$ cat src/rtl/cbit_cfg.svh
// constant values for the configuration base, identity and test register slice
`ifndef CBIT_CFG_SVH
`define CBIT_CFG_SVH

// ----------------------------------------------------------------
// register indices inside the configuration space
// ----------------------------------------------------------------
`define CBIT_IDX_DEVICE_IDENTITY 8'h0d
`define CBIT_IDX_SILICON_REVISION 8'h0e
`define CBIT_IDX_TEST_CONTROL_ONE 8'h0f
`define CBIT_IDX_TEST_CONTROL_TWO 8'h10
`define CBIT_IDX_TEST_CONTROL_THREE 8'h11
`define CBIT_IDX_PORT_BASE_LOW 8'h12
`define CBIT_IDX_PORT_BASE_HIGH 8'h13
`define CBIT_IDX_RATE_SELECT_MIRROR 8'h14

// ----------------------------------------------------------------
// reset values
// ----------------------------------------------------------------
`define CBIT_RST_TEST_CONTROL_ONE 8'h00
`define CBIT_RST_TEST_CONTROL_TWO 8'h00
`define CBIT_RST_TEST_CONTROL_THREE 8'h80
`define CBIT_RST_BASE_LOW_STRAP0 8'h2e
`define CBIT_RST_BASE_LOW_STRAP1 8'h4e
`define CBIT_RST_BASE_HIGH 8'h00
`define CBIT_RST_RATE_SELECT 8'h80
`define CBIT_RST_INDEX 8'h00
`define CBIT_UNMAPPED_READ 8'h00

// ----------------------------------------------------------------
// field positions and masks
// ----------------------------------------------------------------
`define CBIT_BASE_LOW_MASK 8'hfe
`define CBIT_BASE_HIGH_MASK 8'h07
`define CBIT_RATE_MIRROR_MASK 8'hdf
`define CBIT_RATE_LSB 0
`define CBIT_PRECOMP_LSB 2
`define CBIT_LOW_POWER_BIT 6
`define CBIT_SOFT_RESET_BIT 7

// ----------------------------------------------------------------
// timing
// ----------------------------------------------------------------
`define CBIT_CLK_PERIOD_NS 100
`define CBIT_SOFT_RESET_NS 100
`define CBIT_SOFT_RESET_CYCLES (((`CBIT_SOFT_RESET_NS) + (`CBIT_CLK_PERIOD_NS) - 1) / (`CBIT_CLK_PERIOD_NS))
`define CBIT_STRAP_SETTLE_CYCLES 2

`endif

$ cat src/rtl/cbit_pkg.sv
// types shared by the configuration base, identity and test register slice
package cbit_pkg;

	// strap capture sequencer states
	typedef enum logic [1:0] {
		STRAP_SETTLE,
		STRAP_LOAD,
		STRAP_READY
	} cbit_strap_state_t;

	// one configuration register byte
	typedef logic [7:0] cbit_byte_t;

	// programmed decoder base, address bits 10 down to 1
	typedef logic [10:1] cbit_base_t;

endpackage

$ cat src/rtl/cbit_decode_if.sv
// signals between the register bank and its configuration port decoder
`timescale 1ns/1ns
`default_nettype none

interface cbit_decode_if;
	import cbit_pkg::*;

	logic [15:0] ioAddr; // address of the current i/o cycle
	cbit_base_t baseBits; // active decoder base
	logic baseValid; // base is settled after reset
	logic hitIndex; // cycle targets the index port
	logic hitData; // cycle targets the data port

	modport decoder (
		input ioAddr,
		input baseBits,
		input baseValid,
		output hitIndex,
		output hitData
	);

	modport bank (
		output ioAddr,
		output baseBits,
		output baseValid,
		input hitIndex,
		input hitData
	);
endinterface

`default_nettype wire

$ cat src/rtl/cbit_config_regs.sv
// configuration base address, identity and test register slice
//
// Overview of operation
// identity at index 0dh, config state, read-only
// identity returns fixed eight-bit part code
// revision at index 0eh, read-only, starts zero; the code returns REVISION_CODE, default 03
// software leaves test registers strictly alone
// test registers writable, reset 00, 00, 80
// low base holds address 7..1, bit0 zero
// high base holds address 10..8, rest zero
// decoder needs address bits 15..11 zero
// port base always even, address bit0 zero
// base resets 2e or 4e by strap, high 00
// software writes low byte then high byte
// decoder moves only on high byte write
// index 14h mirrors write-only rate register
// mirror bits: rate, precomp, bit5 zero
// bit6 one enters manual low power
// bit7 zero resets controller, self clears
// read-only and reserved bits ignore writes
`timescale 1ns/1ns
`default_nettype none
`include "cbit_cfg.svh"

module cbit_config_regs
	import cbit_pkg::*;
#(
	parameter logic [7:0] DEVICE_CODE = 8'ha7, // arbitrary value
	parameter logic [7:0] REVISION_CODE = 8'h03 // arbitrary value
) (
	// clock and power-on reset
	input wire logic clk_sys,
	input wire logic reset_n,
	// board pins
	input wire logic hardResetPin,
	input wire logic base_select_strap,
	// configuration state from the entry sequencer
	input wire logic configState,
	// host i/o cycles from the lpc front end
	input wire logic [15:0] ioAddr,
	input wire logic [7:0] ioWrData,
	input wire logic ioWrStrobe,
	input wire logic ioRdStrobe,
	output logic [7:0] ioRdData,
	output logic ioRdValid,
	output logic ioClaim,
	// run-time rate register writes from the floppy front end
	input wire logic rateWrStrobe,
	input wire logic [7:0] rateWrData,
	// floppy controller controls
	output logic [1:0] floppyDataRate,
	output logic [2:0] write_precomp_select,
	output logic manual_low_power_bit,
	output logic controller_soft_reset_bit,
	// active decoder base
	output logic [15:0] configPortBase
);

	// ----------------------------------------------------------------
	// declarations
	// ----------------------------------------------------------------
	cbit_decode_if decIf (); // decoder link

	logic hardSync1; // hard reset pin, first stage
	logic hardSync2; // hard reset pin, settled
	logic strapSync1; // strap pin, first stage
	logic strapSync2; // strap pin, settled

	cbit_strap_state_t strapState; // strap capture sequencer
	cbit_strap_state_t next_strapState;
	logic [1:0] settleCount; // cycles waited for the strap to settle

	cbit_byte_t config_index_register; // selects the data port target
	cbit_byte_t test_control_one;
	cbit_byte_t test_control_two;
	cbit_byte_t test_control_three;
	cbit_byte_t port_base_low_byte;
	cbit_byte_t port_base_high_byte;
	cbit_base_t activeBase; // what the decoder uses right now
	cbit_byte_t rateSelect; // copy of the write-only rate register
	logic [1:0] softResetCount; // remaining controller reset cycles

	logic indexWrite; // host writes the index port
	logic dataWrite; // host writes the data port in config state
	logic anyRead; // host reads one of the two ports

	// ----------------------------------------------------------------
	// helpers
	// ----------------------------------------------------------------

	// true when a data port write hits the given index
	function automatic logic hitsReg(input cbit_byte_t idx, input cbit_byte_t code);
		hitsReg = (idx == code);
	endfunction

	// reset value of the low base byte for a given strap level
	function automatic cbit_byte_t strapBase(input logic strap);
		strapBase = strap ? `CBIT_RST_BASE_LOW_STRAP1 : `CBIT_RST_BASE_LOW_STRAP0;
	endfunction

	// decoder base from the two base bytes
	function automatic cbit_base_t joinBase(input cbit_byte_t high, input cbit_byte_t low);
		joinBase = {high[2:0], low[7:1]};
	endfunction

	// ----------------------------------------------------------------
	// decoder
	// ----------------------------------------------------------------
	assign decIf.ioAddr = ioAddr;
	assign decIf.baseBits = activeBase;
	assign decIf.baseValid = (strapState == STRAP_READY);

	cbit_port_decoder portDecoder (
		.dec(decIf.decoder)
	);

	// neither port is taken or claimed outside configuration state
	assign indexWrite = ioWrStrobe && decIf.hitIndex && configState;
	assign dataWrite = ioWrStrobe && decIf.hitData && configState;
	assign anyRead = ioRdStrobe && configState && (decIf.hitIndex || decIf.hitData);
	assign ioClaim = configState && (decIf.hitIndex || decIf.hitData);

	// ----------------------------------------------------------------
	// pin synchronisers
	// ----------------------------------------------------------------

	// both pins are asynchronous to clk_sys
	always_ff @(posedge clk_sys or negedge reset_n) begin
		if (!reset_n) begin
			hardSync1 <= 1'b0;
			hardSync2 <= 1'b0;
			strapSync1 <= 1'b0;
			strapSync2 <= 1'b0;
		end else begin
			hardSync1 <= hardResetPin;
			hardSync2 <= hardSync1;
			strapSync1 <= base_select_strap;
			strapSync2 <= strapSync1;
		end
	end

	// ----------------------------------------------------------------
	// strap capture sequencer
	// ----------------------------------------------------------------

	// the strap cannot be sampled under the asynchronous reset, so the
	// base is loaded a few cycles after release and the decoder waits
	always_comb begin
		next_strapState = strapState;
		case (strapState)
			STRAP_SETTLE: begin
				if (!hardSync2 && settleCount == 2'(`CBIT_STRAP_SETTLE_CYCLES)) begin
					next_strapState = STRAP_LOAD;
				end
			end
			STRAP_LOAD: begin
				next_strapState = hardSync2 ? STRAP_SETTLE : STRAP_READY;
			end
			STRAP_READY: begin
				if (hardSync2) begin
					next_strapState = STRAP_SETTLE;
				end
			end
			default: begin
				next_strapState = STRAP_SETTLE;
			end
		endcase
	end

	// state register
	always_ff @(posedge clk_sys or negedge reset_n) begin
		if (!reset_n) begin
			strapState <= STRAP_SETTLE;
		end else begin
			strapState <= next_strapState;
		end
	end

	// settle counter, restarts while hard reset is held
	always_ff @(posedge clk_sys or negedge reset_n) begin
		if (!reset_n) begin
			settleCount <= 2'h0;
		end else if (strapState != STRAP_SETTLE || hardSync2) begin
			settleCount <= 2'h0;
		end else if (settleCount != 2'(`CBIT_STRAP_SETTLE_CYCLES)) begin
			settleCount <= settleCount + 2'h1;
		end
	end

	// ----------------------------------------------------------------
	// index register
	// ----------------------------------------------------------------

	// loaded by any write to the index port in configuration state
	always_ff @(posedge clk_sys or negedge reset_n) begin
		if (!reset_n) begin
			config_index_register <= `CBIT_RST_INDEX;
		end else if (indexWrite) begin
			config_index_register <= ioWrData;
		end
	end

	// ----------------------------------------------------------------
	// test control registers
	// ----------------------------------------------------------------

	// plain storage only: no test mode is wired to anything, so a stray
	// write from software cannot upset the device
	always_ff @(posedge clk_sys or negedge reset_n) begin
		if (!reset_n) begin
			test_control_one <= `CBIT_RST_TEST_CONTROL_ONE;
			test_control_two <= `CBIT_RST_TEST_CONTROL_TWO;
			test_control_three <= `CBIT_RST_TEST_CONTROL_THREE;
		end else if (dataWrite) begin
			if (hitsReg(config_index_register, `CBIT_IDX_TEST_CONTROL_ONE)) begin
				test_control_one <= ioWrData;
			end
			if (hitsReg(config_index_register, `CBIT_IDX_TEST_CONTROL_TWO)) begin
				test_control_two <= ioWrData;
			end
			if (hitsReg(config_index_register, `CBIT_IDX_TEST_CONTROL_THREE)) begin
				test_control_three <= ioWrData;
			end
		end
	end

	// ----------------------------------------------------------------
	// base address bytes
	// ----------------------------------------------------------------

	// reserved bits are masked on the way in so they always read zero
	always_ff @(posedge clk_sys or negedge reset_n) begin
		if (!reset_n) begin
			port_base_low_byte <= `CBIT_RST_BASE_LOW_STRAP0;
			port_base_high_byte <= `CBIT_RST_BASE_HIGH;
		end else if (strapState == STRAP_LOAD) begin
			port_base_low_byte <= strapBase(strapSync2);
			port_base_high_byte <= `CBIT_RST_BASE_HIGH;
		end else if (strapState == STRAP_SETTLE) begin
			port_base_high_byte <= `CBIT_RST_BASE_HIGH;
		end else if (dataWrite) begin
			if (hitsReg(config_index_register, `CBIT_IDX_PORT_BASE_LOW)) begin
				port_base_low_byte <= ioWrData & `CBIT_BASE_LOW_MASK;
			end
			if (hitsReg(config_index_register, `CBIT_IDX_PORT_BASE_HIGH)) begin
				port_base_high_byte <= ioWrData & `CBIT_BASE_HIGH_MASK;
			end
		end
	end

	// the decoder follows only the high byte write, so a half-written
	// relocation never moves the port under the host's feet
	always_ff @(posedge clk_sys or negedge reset_n) begin
		if (!reset_n) begin
			activeBase <= joinBase(`CBIT_RST_BASE_HIGH, `CBIT_RST_BASE_LOW_STRAP0);
		end else if (strapState == STRAP_LOAD) begin
			activeBase <= joinBase(`CBIT_RST_BASE_HIGH, strapBase(strapSync2));
		end else if (dataWrite && hitsReg(config_index_register, `CBIT_IDX_PORT_BASE_HIGH)
			&& strapState == STRAP_READY) begin
			activeBase <= joinBase(ioWrData, port_base_low_byte);
		end
	end

	assign configPortBase = {5'h00, activeBase, 1'b0};

	// ----------------------------------------------------------------
	// run-time rate register copy
	// ----------------------------------------------------------------

	// the floppy side writes it; the configuration side only looks
	always_ff @(posedge clk_sys or negedge reset_n) begin
		if (!reset_n) begin
			rateSelect <= `CBIT_RST_RATE_SELECT;
		end else if (rateWrStrobe) begin
			rateSelect <= rateWrData & `CBIT_RATE_MIRROR_MASK;
		end else if (softResetCount == 2'h1) begin
			rateSelect[`CBIT_SOFT_RESET_BIT] <= 1'b1;
		end
	end

	// controller reset time after a zero lands in bit 7
	always_ff @(posedge clk_sys or negedge reset_n) begin
		if (!reset_n) begin
			softResetCount <= 2'h0;
		end else if (rateWrStrobe && !rateWrData[`CBIT_SOFT_RESET_BIT]) begin
			softResetCount <= 2'(`CBIT_SOFT_RESET_CYCLES);
		end else if (softResetCount != 2'h0) begin
			softResetCount <= softResetCount - 2'h1;
		end
	end

	// rate, precomp and low power taken straight from the stored bits, soft reset from the counter
	assign floppyDataRate = rateSelect[`CBIT_RATE_LSB +: 2];
	assign write_precomp_select = rateSelect[`CBIT_PRECOMP_LSB +: 3];
	assign manual_low_power_bit = rateSelect[`CBIT_LOW_POWER_BIT];
	assign controller_soft_reset_bit = (softResetCount != 2'h0);

	// ----------------------------------------------------------------
	// read path
	// ----------------------------------------------------------------

	// identity, revision and mirror have no write path from the data port, so a host
	// write to them changes nothing
	always_ff @(posedge clk_sys or negedge reset_n) begin
		if (!reset_n) begin
			ioRdData <= 8'h00;
		end else if (anyRead) begin
			if (decIf.hitIndex) begin
				ioRdData <= config_index_register;
			end else begin
				case (config_index_register)
					`CBIT_IDX_DEVICE_IDENTITY: begin
						ioRdData <= DEVICE_CODE;
					end
					`CBIT_IDX_SILICON_REVISION: begin
						ioRdData <= REVISION_CODE;
					end
					`CBIT_IDX_TEST_CONTROL_ONE: begin
						ioRdData <= test_control_one;
					end
					`CBIT_IDX_TEST_CONTROL_TWO: begin
						ioRdData <= test_control_two;
					end
					`CBIT_IDX_TEST_CONTROL_THREE: begin
						ioRdData <= test_control_three;
					end
					`CBIT_IDX_PORT_BASE_LOW: begin
						ioRdData <= port_base_low_byte;
					end
					`CBIT_IDX_PORT_BASE_HIGH: begin
						ioRdData <= port_base_high_byte;
					end
					`CBIT_IDX_RATE_SELECT_MIRROR: begin
						ioRdData <= rateSelect & `CBIT_RATE_MIRROR_MASK;
					end
					default: begin
						// neighbouring indices live elsewhere
						ioRdData <= `CBIT_UNMAPPED_READ;
					end
				endcase
			end
		end
	end

	// read data is valid the cycle after the strobe
	always_ff @(posedge clk_sys or negedge reset_n) begin
		if (!reset_n) begin
			ioRdValid <= 1'b0;
		end else begin
			ioRdValid <= anyRead;
		end
	end

endmodule // cbit_config_regs

`default_nettype wire

$ cat src/rtl/cbit_port_decoder.sv
// configuration port address decoder
`timescale 1ns/1ns
`default_nettype none

module cbit_port_decoder
	import cbit_pkg::*;
(
	// link to the register bank
	cbit_decode_if.decoder dec
);

	logic upperZero; // address bits 15..11 all clear
	logic pairMatch; // bits 10..1 match the base

	// ----------------------------------------------------------------
	// address compare
	// ----------------------------------------------------------------
	always_comb begin
		upperZero = (dec.ioAddr[15:11] == 5'h00);
		pairMatch = (dec.ioAddr[10:1] == dec.baseBits);
		// base is even: index port at bit0 clear, data port at bit0 set
		dec.hitIndex = dec.baseValid && upperZero && pairMatch && !dec.ioAddr[0];
		dec.hitData = dec.baseValid && upperZero && pairMatch && dec.ioAddr[0];
	end

endmodule // cbit_port_decoder

`default_nettype wire

$ cat config.mk
export PLATFORM = sky130hd
export DESIGN_NAME = cbit_config_regs
export DESIGN_NICKNAME = d
export VERILOG_FILES = /design/src/rtl/cbit_pkg.sv /design/src/rtl/cbit_decode_if.sv /design/src/rtl/cbit_config_regs.sv /design/src/rtl/cbit_port_decoder.sv
export VERILOG_INCLUDE_DIRS = /design/src /design/src/rtl
export SDC_FILE = /design/constraint.sdc
export NUM_CORES = 1
export LEC_CHECK = 0
export ABC_AREA = 1
export BUFFER_PORTS_ARGS = -buffer_cell sky130_fd_sc_hd__buf_2
export CORE_ASPECT_RATIO = 2
export CORE_MARGIN = 2
export CORE_UTILIZATION = 61
export DETAILED_ROUTE_END_ITERATION = 8
export PLACE_DENSITY_LB_ADDON = 0.12
export RECOVER_POWER = 50
export SYNTH_ARGS = -nofsm -noshare
export SYNTH_HDL_FRONTEND = slang
export SYNTH_SLANG_ARGS = --single-unit
$ cat constraint.sdc
create_clock -name clk_sys -period 4.4 [get_ports clk_sys]
set_input_delay 0.22 -clock clk_sys [delete_from_list [all_inputs] [get_ports clk_sys]]
set_output_delay 0.22 -clock clk_sys [all_outputs]
set_load 0.005 [all_outputs]
# Word-level counts from Yosys, hierarchy flattened
# Index checks and enable logic that the tools add are counted.
# op_classes
add_sub_neg	2
mul	0
n_div	0
n_lt_le_gt_ge	0
n_eq_ne	17
shifts	0
n_mux	23
bitwise_logic	0
reduce_logical	38
# ops
op	n
8-bit 2-to-1 mux	9
8-bit one-hot mux with 8 select lines	1
8-bit by 5-bit == test with 1-bit output (second input constant)	5
8-bit by 4-bit == test with 1-bit output (second input constant)	3
10-bit 2-to-1 mux	2
2-bit nonzero test	8
1-bit logical AND	15
2-bit 2-to-1 mux	7
10-bit == test	1
2-bit AND reduction	5
2-bit != test (second input constant)	4
7-bit 2-to-1 mux	1
2-bit one-hot mux with 3 select lines	1
3-bit nonzero test	2
5-bit logical NOT	1
2-bit by 1-bit == test with 1-bit output (second input constant)	2
2-bit == test (second input constant)	2
1-bit logical NOT	3
3-bit AND reduction	1
2-bit by 1-bit adder with 2-bit output (second input constant)	1
2-bit logical NOT	1
1-bit logical OR	2
1-bit 2-to-1 mux	2
2-bit by 1-bit subtractor with 2-bit output (second input constant)	1
# word_totals
register_bits	84
latchBits	0
ram_bits	0
romBits	0
in_bits	40
output_inout_bits	33
wordCells	98
n_memories	0

# Depth between registers and ports, before layout
# Gate-level depths: netlist of run 1.
# logic_depth
depth_word	10
depth_mapped	12
ltp_nobuf	12

# Modules after synthesis
# A second synthesis of run 1 with hierarchy kept.
# unflattened
hier_cells	495
area_unflattened_um2	4030.1
# modules_own_cells
mod	instances	cells_per_inst	area_per_inst_um2	seq_area_each_um2
cbit_config_regs	1	434	3781.1	1964.4
cbit_port_decoder	1	61	249.0	0.0

# Worst setup path before layout of run 1
# No wires, ideal clock.
# synth_timing
path_type	register to register
start	register activeBase[0]
end	register activeBase[5]
setup_ns	0.117
t_arrival_ns	1.615
required_time_ns	4.283
slack_ns	2.668
path_stages_with_launch	10
n_path_buf	1
period_less_slack_ns	1.732
cell_sequence	dfstp_2 -> xnor2_1 -> nand2_1 -> nor2_1 -> nand2_2 -> nor2_4 -> nand2_4 -> buf_6 -> nand3_1 -> nand2_1
# synth_via
elab_chain_cells	8
# synth_rtl
element	line	text
from (decl)	cbit_config_regs.sv:79	cbit_base_t activeBase;
from (signal assigned)	cbit_config_regs.sv:255	activeBase <= joinBase(`CBIT_RST_BASE_HIGH, `CBIT_RST_BASE_LOW_STRAP0);
from (signal assigned)	cbit_config_regs.sv:257	activeBase <= joinBase(`CBIT_RST_BASE_HIGH, strapBase(strapSync2));
from (signal assigned)	cbit_config_regs.sv:260	activeBase <= joinBase(ioWrData, port_base_low_byte);
10-bit == test	cbit_port_decoder.sv:20	pairMatch = (dec.ioAddr[10:1] == dec.baseBits);
1-bit logical AND (2 in series)	cbit_port_decoder.sv:23	dec.hitData = dec.baseValid && upperZero && pairMatch && dec.ioAddr[0];
1-bit logical AND (2 in series)	cbit_config_regs.sv:119	assign dataWrite = ioWrStrobe && decIf.hitData && configState;
1-bit logical AND (2 in series)	cbit_config_regs.sv:258	end else if (dataWrite && hitsReg(config_index_register, `CBIT_IDX_PORT_BASE_HIGH)
2-bit nonzero test (no source line)	n/a	
# No other way between the ends.
# A chain may end at the register's enable or synchronous reset.

# Worst setup path in the final report of run 1
# layout_timing
start	register activeBase[0]
end	register test_control_two[4]
# layout_via
elab_chain_cells	6
# layout_rtl
element	line	text
10-bit == test	cbit_port_decoder.sv:20	
1-bit logical AND (2 in series)	cbit_port_decoder.sv:23	
1-bit logical AND (2 in series)	cbit_config_regs.sv:119	
2-bit AND reduction (no source line)	n/a	
to (signal assigned)	cbit_config_regs.sv:212	test_control_two <= `CBIT_RST_TEST_CONTROL_TWO;
to (signal assigned)	cbit_config_regs.sv:219	test_control_two <= ioWrData;
to (decl)	cbit_config_regs.sv:75	cbit_byte_t test_control_two;
# No other way between the ends.

==> metrics.txt, run 1 <==
status=complete, but fails checks; failing checks=max-capacitance violations, max-slew violations; layout cells sized above 1=17.68%; synth top area cells=dfrtp_1 39%, nand2_1 17%, nand3_1 11%; DRT Wirelength=10720 um; Pwr Density=roughly 400 mW/mm2; Ant. Diodes=0; # setup viols final=0; fin crit share=between 50% and 60%; Num CTS Buffers=9; core box area=0.006887 mm2; setup_tns=0 ns; critical-path cell list=xnor2_1 -> nand2_1 -> nor3_1 -> nand3_1 -> nor2_4 -> nand2_1 -> nand2_1 -> nand2_1; Skew-Pair Late Insertion Delay=0.34 ns; via count=3997; DIE HEIGHT=123.3 um; Clock Pin Slew Worst Setup and Hold Paths=~0.06 ns; largest stage delay on the critical path=0.55 ns; R2R Setup Slk=2.07 ns; port bufs=65; Max Used Layer=met4; Routed Antenna Nets=0; CTS tree=built; Avg Vias per Cell=around 5.2; Hold Path Class=in -> reg; routed length on met3=approximately 450 um; register bit count reported by yosys=78; register area share after synthesis=45.28%; Hold WS=0.08961 ns; Avg Inst Size Synth=approximately 7.1 um2; drt initial violations=267; drt pass-1 iters=4; Design Power=roughly 2.0 mW; Worst EP required=4.63 ns; # rows=43; initial antenna violation count=0; Metal-1 WL=~4200 um; Post-Synthesis Cells=607; number of global-route vias before repair=3893; Tot GR Track Use=between 20 and 30%; slew margin rel.=-29.51%; CP Capture Type=register; largest net degree at the start of global routing=79; # clock sinks=78; Lkg Pwr=between 2 and 3 nW; Fillers=611; Multi-input gate area=roughly 0.0020 mm2; routability cong.=roughly 0.94; Post-DP HPWL=approximately 7900 um; met2 wire length=5628 um; CP arrival=2.56 ns; maximum vdd drop=0.0003366 V; CP max stage cell=dfstp_2; Yosys top cell area share=39.23%; DRC violations left=0; average routed wire per standard cell=14.05 um; nature of the critical path startpoint=register; CTS max path bufs=2; first-pass GRT wire length=between 15000 and 20000 um; buffers inserted by post-CTS timing repair=0; synthesized area=~0.0043 mm2; Final Hold Fails=0; max-slew violation count=79; Warnings, synthesis=0; Die Wd=63.63 um; final core occ=72.11%; DIE AREA=0.007843 mm2; Critical Path Most Common Cell=nand2_1; initial core utilization=62.99%; CP max FO=27; slew at the pin closest to its max-slew limit=1.943 ns; count of distinct cell types in the synthesized netlist=30; fin nets=a little over 700; Layout area overhead=14.48%; clk root buf=clkbuf_16; leading area contributor after synthesis=dfrtp_1; WS Path Type=reg -> reg; RSZ-0062 raised after global routing=no; top-level I/O count=73; final setup skew=between 0.007 and 0.008 ns; max-cap violations=1; post-route minimum period=~2.3 ns; total gr overflow=0; Fmax=429.0 MHz; area taken by flip-flops and latches=0.001964 mm2; htree depth=3
repair_timing:
item | 4_1_cts | 5_1_grt
endpoints found under the hold margin | 2 | 0
hold buffers | 2 | 0
resized for setup | 0 | 0
where the power goes:
part | internal [mW] | switching [mW] | total [mW]
sequential | 0.823 | 0.0694 | 0.893
combinational | 0.142 | 0.210 | 0.352
clock | 0.467 | 0.278 | 0.745
total | 1.43 | 0.558 | 1.99
metal layers:
metal | track usage [%] | up-vias
met5 | 0 | -
met4 | 15.22 | 0
met3 | 5.187 | 28
met2 | 51.78 | 121
met1 | 34.75 | 1838
li1 | - | 2010
cell usage in the layout (no fill, tap or decap), types with 4 or more instances in the layout:
master and n:
nor2_1 78, a21oi_1 19, nor3_1 5, buf_2 63, inv_2 6, dfrtp_1 68
clkbuf_16 9, nand2_2 5, inv_1 61, conb_1 6, or2_2 7, nor2_4 4
dfstp_2 10, nand2_1 201, nand4_1 5, o21ai_0 5, nand3_1 93
flip-flops by register name, indices dropped and copies added, names as in the netlist, 3 cells and up:
register               flops
test_control_one           8
activeBase                10
test_control_two           8
port_base_low_byte         7
config_index_register      8
port_base_high_byte        3
test_control_three         8
ioRdData                   8
rateSelect                 7
metrics by stage:
| stage | instances | setup WS [ns] | cell area (um2) |
|---|---|---|---|
| floorplan | 612 | 2.668 | 4357 |
| global placement | 745 | 2.116 | 4648 |
| detailed placement | 745 | 2.060 | 4648 |
| CTS | 763 | 2.064 | 4970 |
| global route | 763 | 1.820 | 4966 |
| finish | 763 | 2.069 | 4966 |
worst paths after layout:
kind	start	to	cells after the start
max	activeBase[0]	test_control_two[4]	8
min	rateWrData[6]	rateSelect[6]	3
max reg2reg	activeBase[0]	test_control_two[4]	8
min reg2reg	hardSync1	hardSync2	0
max in group asynchronous	reset_n	rateSelect[1]	1
min in group asynchronous	reset_n	activeBase[5]	1
cell families after synthesis:
group,count (synthesis),share of synthesized area (%)
adders and majority gates,3,0.8654
other,1,0.08645
and+or+nand+nor,407,40.84
AOI/OAI and AO/OA,26,3.115
buffers and inverters,90,9.403
DFF,78,45.28
xor gates and xnor gates,2,0.4039
worst max-delay path, delay by kind of cell (launching register included):
family                    cells  cell delay, ns
DFF                           1            0.55
and+or+nand+nor               7            1.53
xor gates and xnor gates      1            0.15
Yosys cell counts (all sizes together):
library cell / n
a211oi: 1
a21oi: 19
and2: 2
buf: 22
clkbuf: 1
conb: 1
dfrtp: 68
dfstp: 10
ha: 3
inv: 67
nand2: 207
nand3: 94
nand4: 6
nor2: 85
nor3: 6
o21ai: 5
o31ai: 1
or2: 7
xnor2: 2
area by class of cell:
class	instances	share of cell area, %
multi-input combinational	444	39.96
sequential	78	39.56
timing repair buffer	68	7.080
clock buffer	12	5.165
clock inverter	4	0.9070
inverter	67	5.064
tap	90	2.268
No activity file was read; power rests on OpenSTA's default activity.
==> run 2, diff against run 1 <==
CORE_UTILIZATION = 57   (was 61)
clock period = 2.4 ns   (was 4.4 ns; I/O delays follow)
==> run 2 against run 1 <==
Hold slack lost 0.058 ns. Sequential power up 83%. Flip-flop and latch count did not move. Maximum frequency up 9.5%. Worst setup slack got worse by 1.8 ns. Clock-buffer cell count shrank 3. Wire length is 1.0% lower. Largest power group is now clock. Critical path type unchanged. Cell count is 1.6% higher. Clock power increased by 120%. Design area up 2.8%. The flow still finishes with violations (max-capacitance violations, max-slew violations). Via count rose by 0.75%.
==> metrics.txt, run 2 (synthesized netlist as in run 1, its figures left out) <==
status=complete, but fails checks; failing checks=max-capacitance violations, max-slew violations; DRT Wirelength=10610 um; fin crit share=88.69%; nature of the critical path startpoint=register; port bufs=65; drt pass-1 iters=5; # rows=45; CP arrival=2.36 ns; post-route minimum period=2.129 ns; buffers inserted by post-CTS timing repair=0; # setup viols final=0; Fmax=469.8 MHz; initial core utilization=57.93%; max reg flops=10; Pwr Density=770.1 mW/mm2; Worst EP required=~2.6 ns; WS Path Type=reg -> reg; Routed Antenna Nets=0; most common cell after layout, fill and taps aside=nand2_1; clk root buf=clkbuf_16; via count=around 4000; total gr overflow=0; Fillers=slightly below 700; Ant. Diodes=0; maximum vdd drop=around 0.0007 V; Num CTS Buffers=9; Clock Pin Slew Worst Setup and Hold Paths=0.06 ns; setup_tns=0 ns; DIE AREA=0.008366 mm2; Hold Path Class=in -> reg; CTS tree=built; # clock sinks=approximately 80; number of global-route vias before repair=3901; first-pass GRT wire length=roughly 18000 um; final core occ=between 60 and 70%; most frequent cells in the layout=201 x nand2_1, 93 x nand3_1, 78 x nor2_1; max-slew violation count=79; htree depth=3; final setup skew=0.006871 ns; Top reg by flops=activeBase; core box area=0.007488 mm2; routability cong.=0.9093; fin nets=719; slew at the pin closest to its max-slew limit=roughly 1.9 ns; largest net degree at the start of global routing=79; initial antenna violation count=0; RSZ-0062 raised after global routing=no; CTS max path bufs=2; Die Wd=65.69 um; layout cells sized above 1=16.45%; DRC violations left=0; top-level I/O count=73; average routed wire per standard cell=approximately 14 um; Final Hold Fails=0; slew margin rel.=-28.45%; Avg Vias per Cell=around 5.2; Lkg Pwr=2.879 nW; Skew-Pair Late Insertion Delay=0.34 ns; CP Capture Type=register; drt initial violations=around 180; Post-DP HPWL=7623 um; Layout area overhead=17.71%; DIE HEIGHT=roughly 130 um; max-cap violations=1; Tot GR Track Use=~28%; CP max FO=12
[run 2: cell count changes in the layout (fill, tap and decap cells not counted), sizes merged]
cell | before | now
clkinvlp | 0 | 1
bufinv | 1 | 4
clkbuf | 14 | 18
buf | 64 | 59
inv | 67 | 68
clkinv | 3 | 1
dlygate4sd3 | 2 | 8
[run 2: power breakdown]
group	switching, mW	internal [mW]
logic	0.368	0.263
clock network	0.548	1.13
registers	0.127	1.50
total	1.04	2.89
[run 2: final timing paths]
kind | depth (start not counted) | startpoint | endpoint | slack [ns]
setup / recovery | 8 | activeBase[2] | test_control_one[3] | 0.27
hold / removal | 3 | rateWrData[2] | rateSelect[2] | 0.03
setup reg to reg | 8 | activeBase[2] | test_control_one[3] | 0.27
hold reg to reg | 0 | hardSync1 | hardSync2 | 0.35
max in group asynchronous | 2 | reset_n | ioRdData[1] | 0.38
min in group asynchronous | 2 | reset_n | softResetCount[1] | 0.86
[run 2: layer usage]
metal	up-vias	track usage, %	wire length (um)
met2	124	46.58	5406
met5	-	0	0
met3	32	5.986	570
li1	2031	-	-
met1	1840	33.35	4262
met4	0	13.24	370
[run 2: critical path: stages, from the launching register on]
cell and delay, ns:
dfstp_2 0.55, xnor2_1 0.14, nand2_1 0.12, nor3_1 0.28, nand3_1 0.18, nor2_4 0.30, nand2_1 0.26, nand2_1 0.12
nand2_1 0.05
[run 2: area by class of cell]
class / count / area [um2] / area share (%)
multi-input cells: 444 / 1984 / 38.86
flip-flops and latches: 78 / 1964 / 38.47
repair buffers: 76 / 417.9 / 8.184
inverters: 67 / 251.5 / 4.925
clock buffers: 9 / 225.2 / 4.411
clock inverters: 7 / 145.1 / 2.842
well taps: 94 / 117.6 / 2.303
[run 2: stage by stage]
| stage | instances | cell area, um2 | setup WS [ns] | hold WS, ns | total power, mW |
|---|---|---|---|---|---|
| after detailed placement | 751 | 4668 | 0.2781 | 0.2294 | 2.281 |
| after global routing | 775 | 5106 | 0.04181 | 0.03780 | 4.114 |
| after global placement | 751 | 4668 | 0.3335 | 0.2289 | 2.261 |
| after floorplan | 612 | 4357 | 0.6680 | -0.1756 | 2.049 |
| after CTS | 775 | 5119 | 0.2655 | 0.002128 | 3.963 |
| final | 775 | 5106 | 0.2715 | 0.03163 | 3.932 |
[run 2: timing repair]
action / 4_1_cts / 5_1_grt
hold endpoints to repair: 75 / 0
resized for setup: 0 / 0
hold buffers: 8 / 0
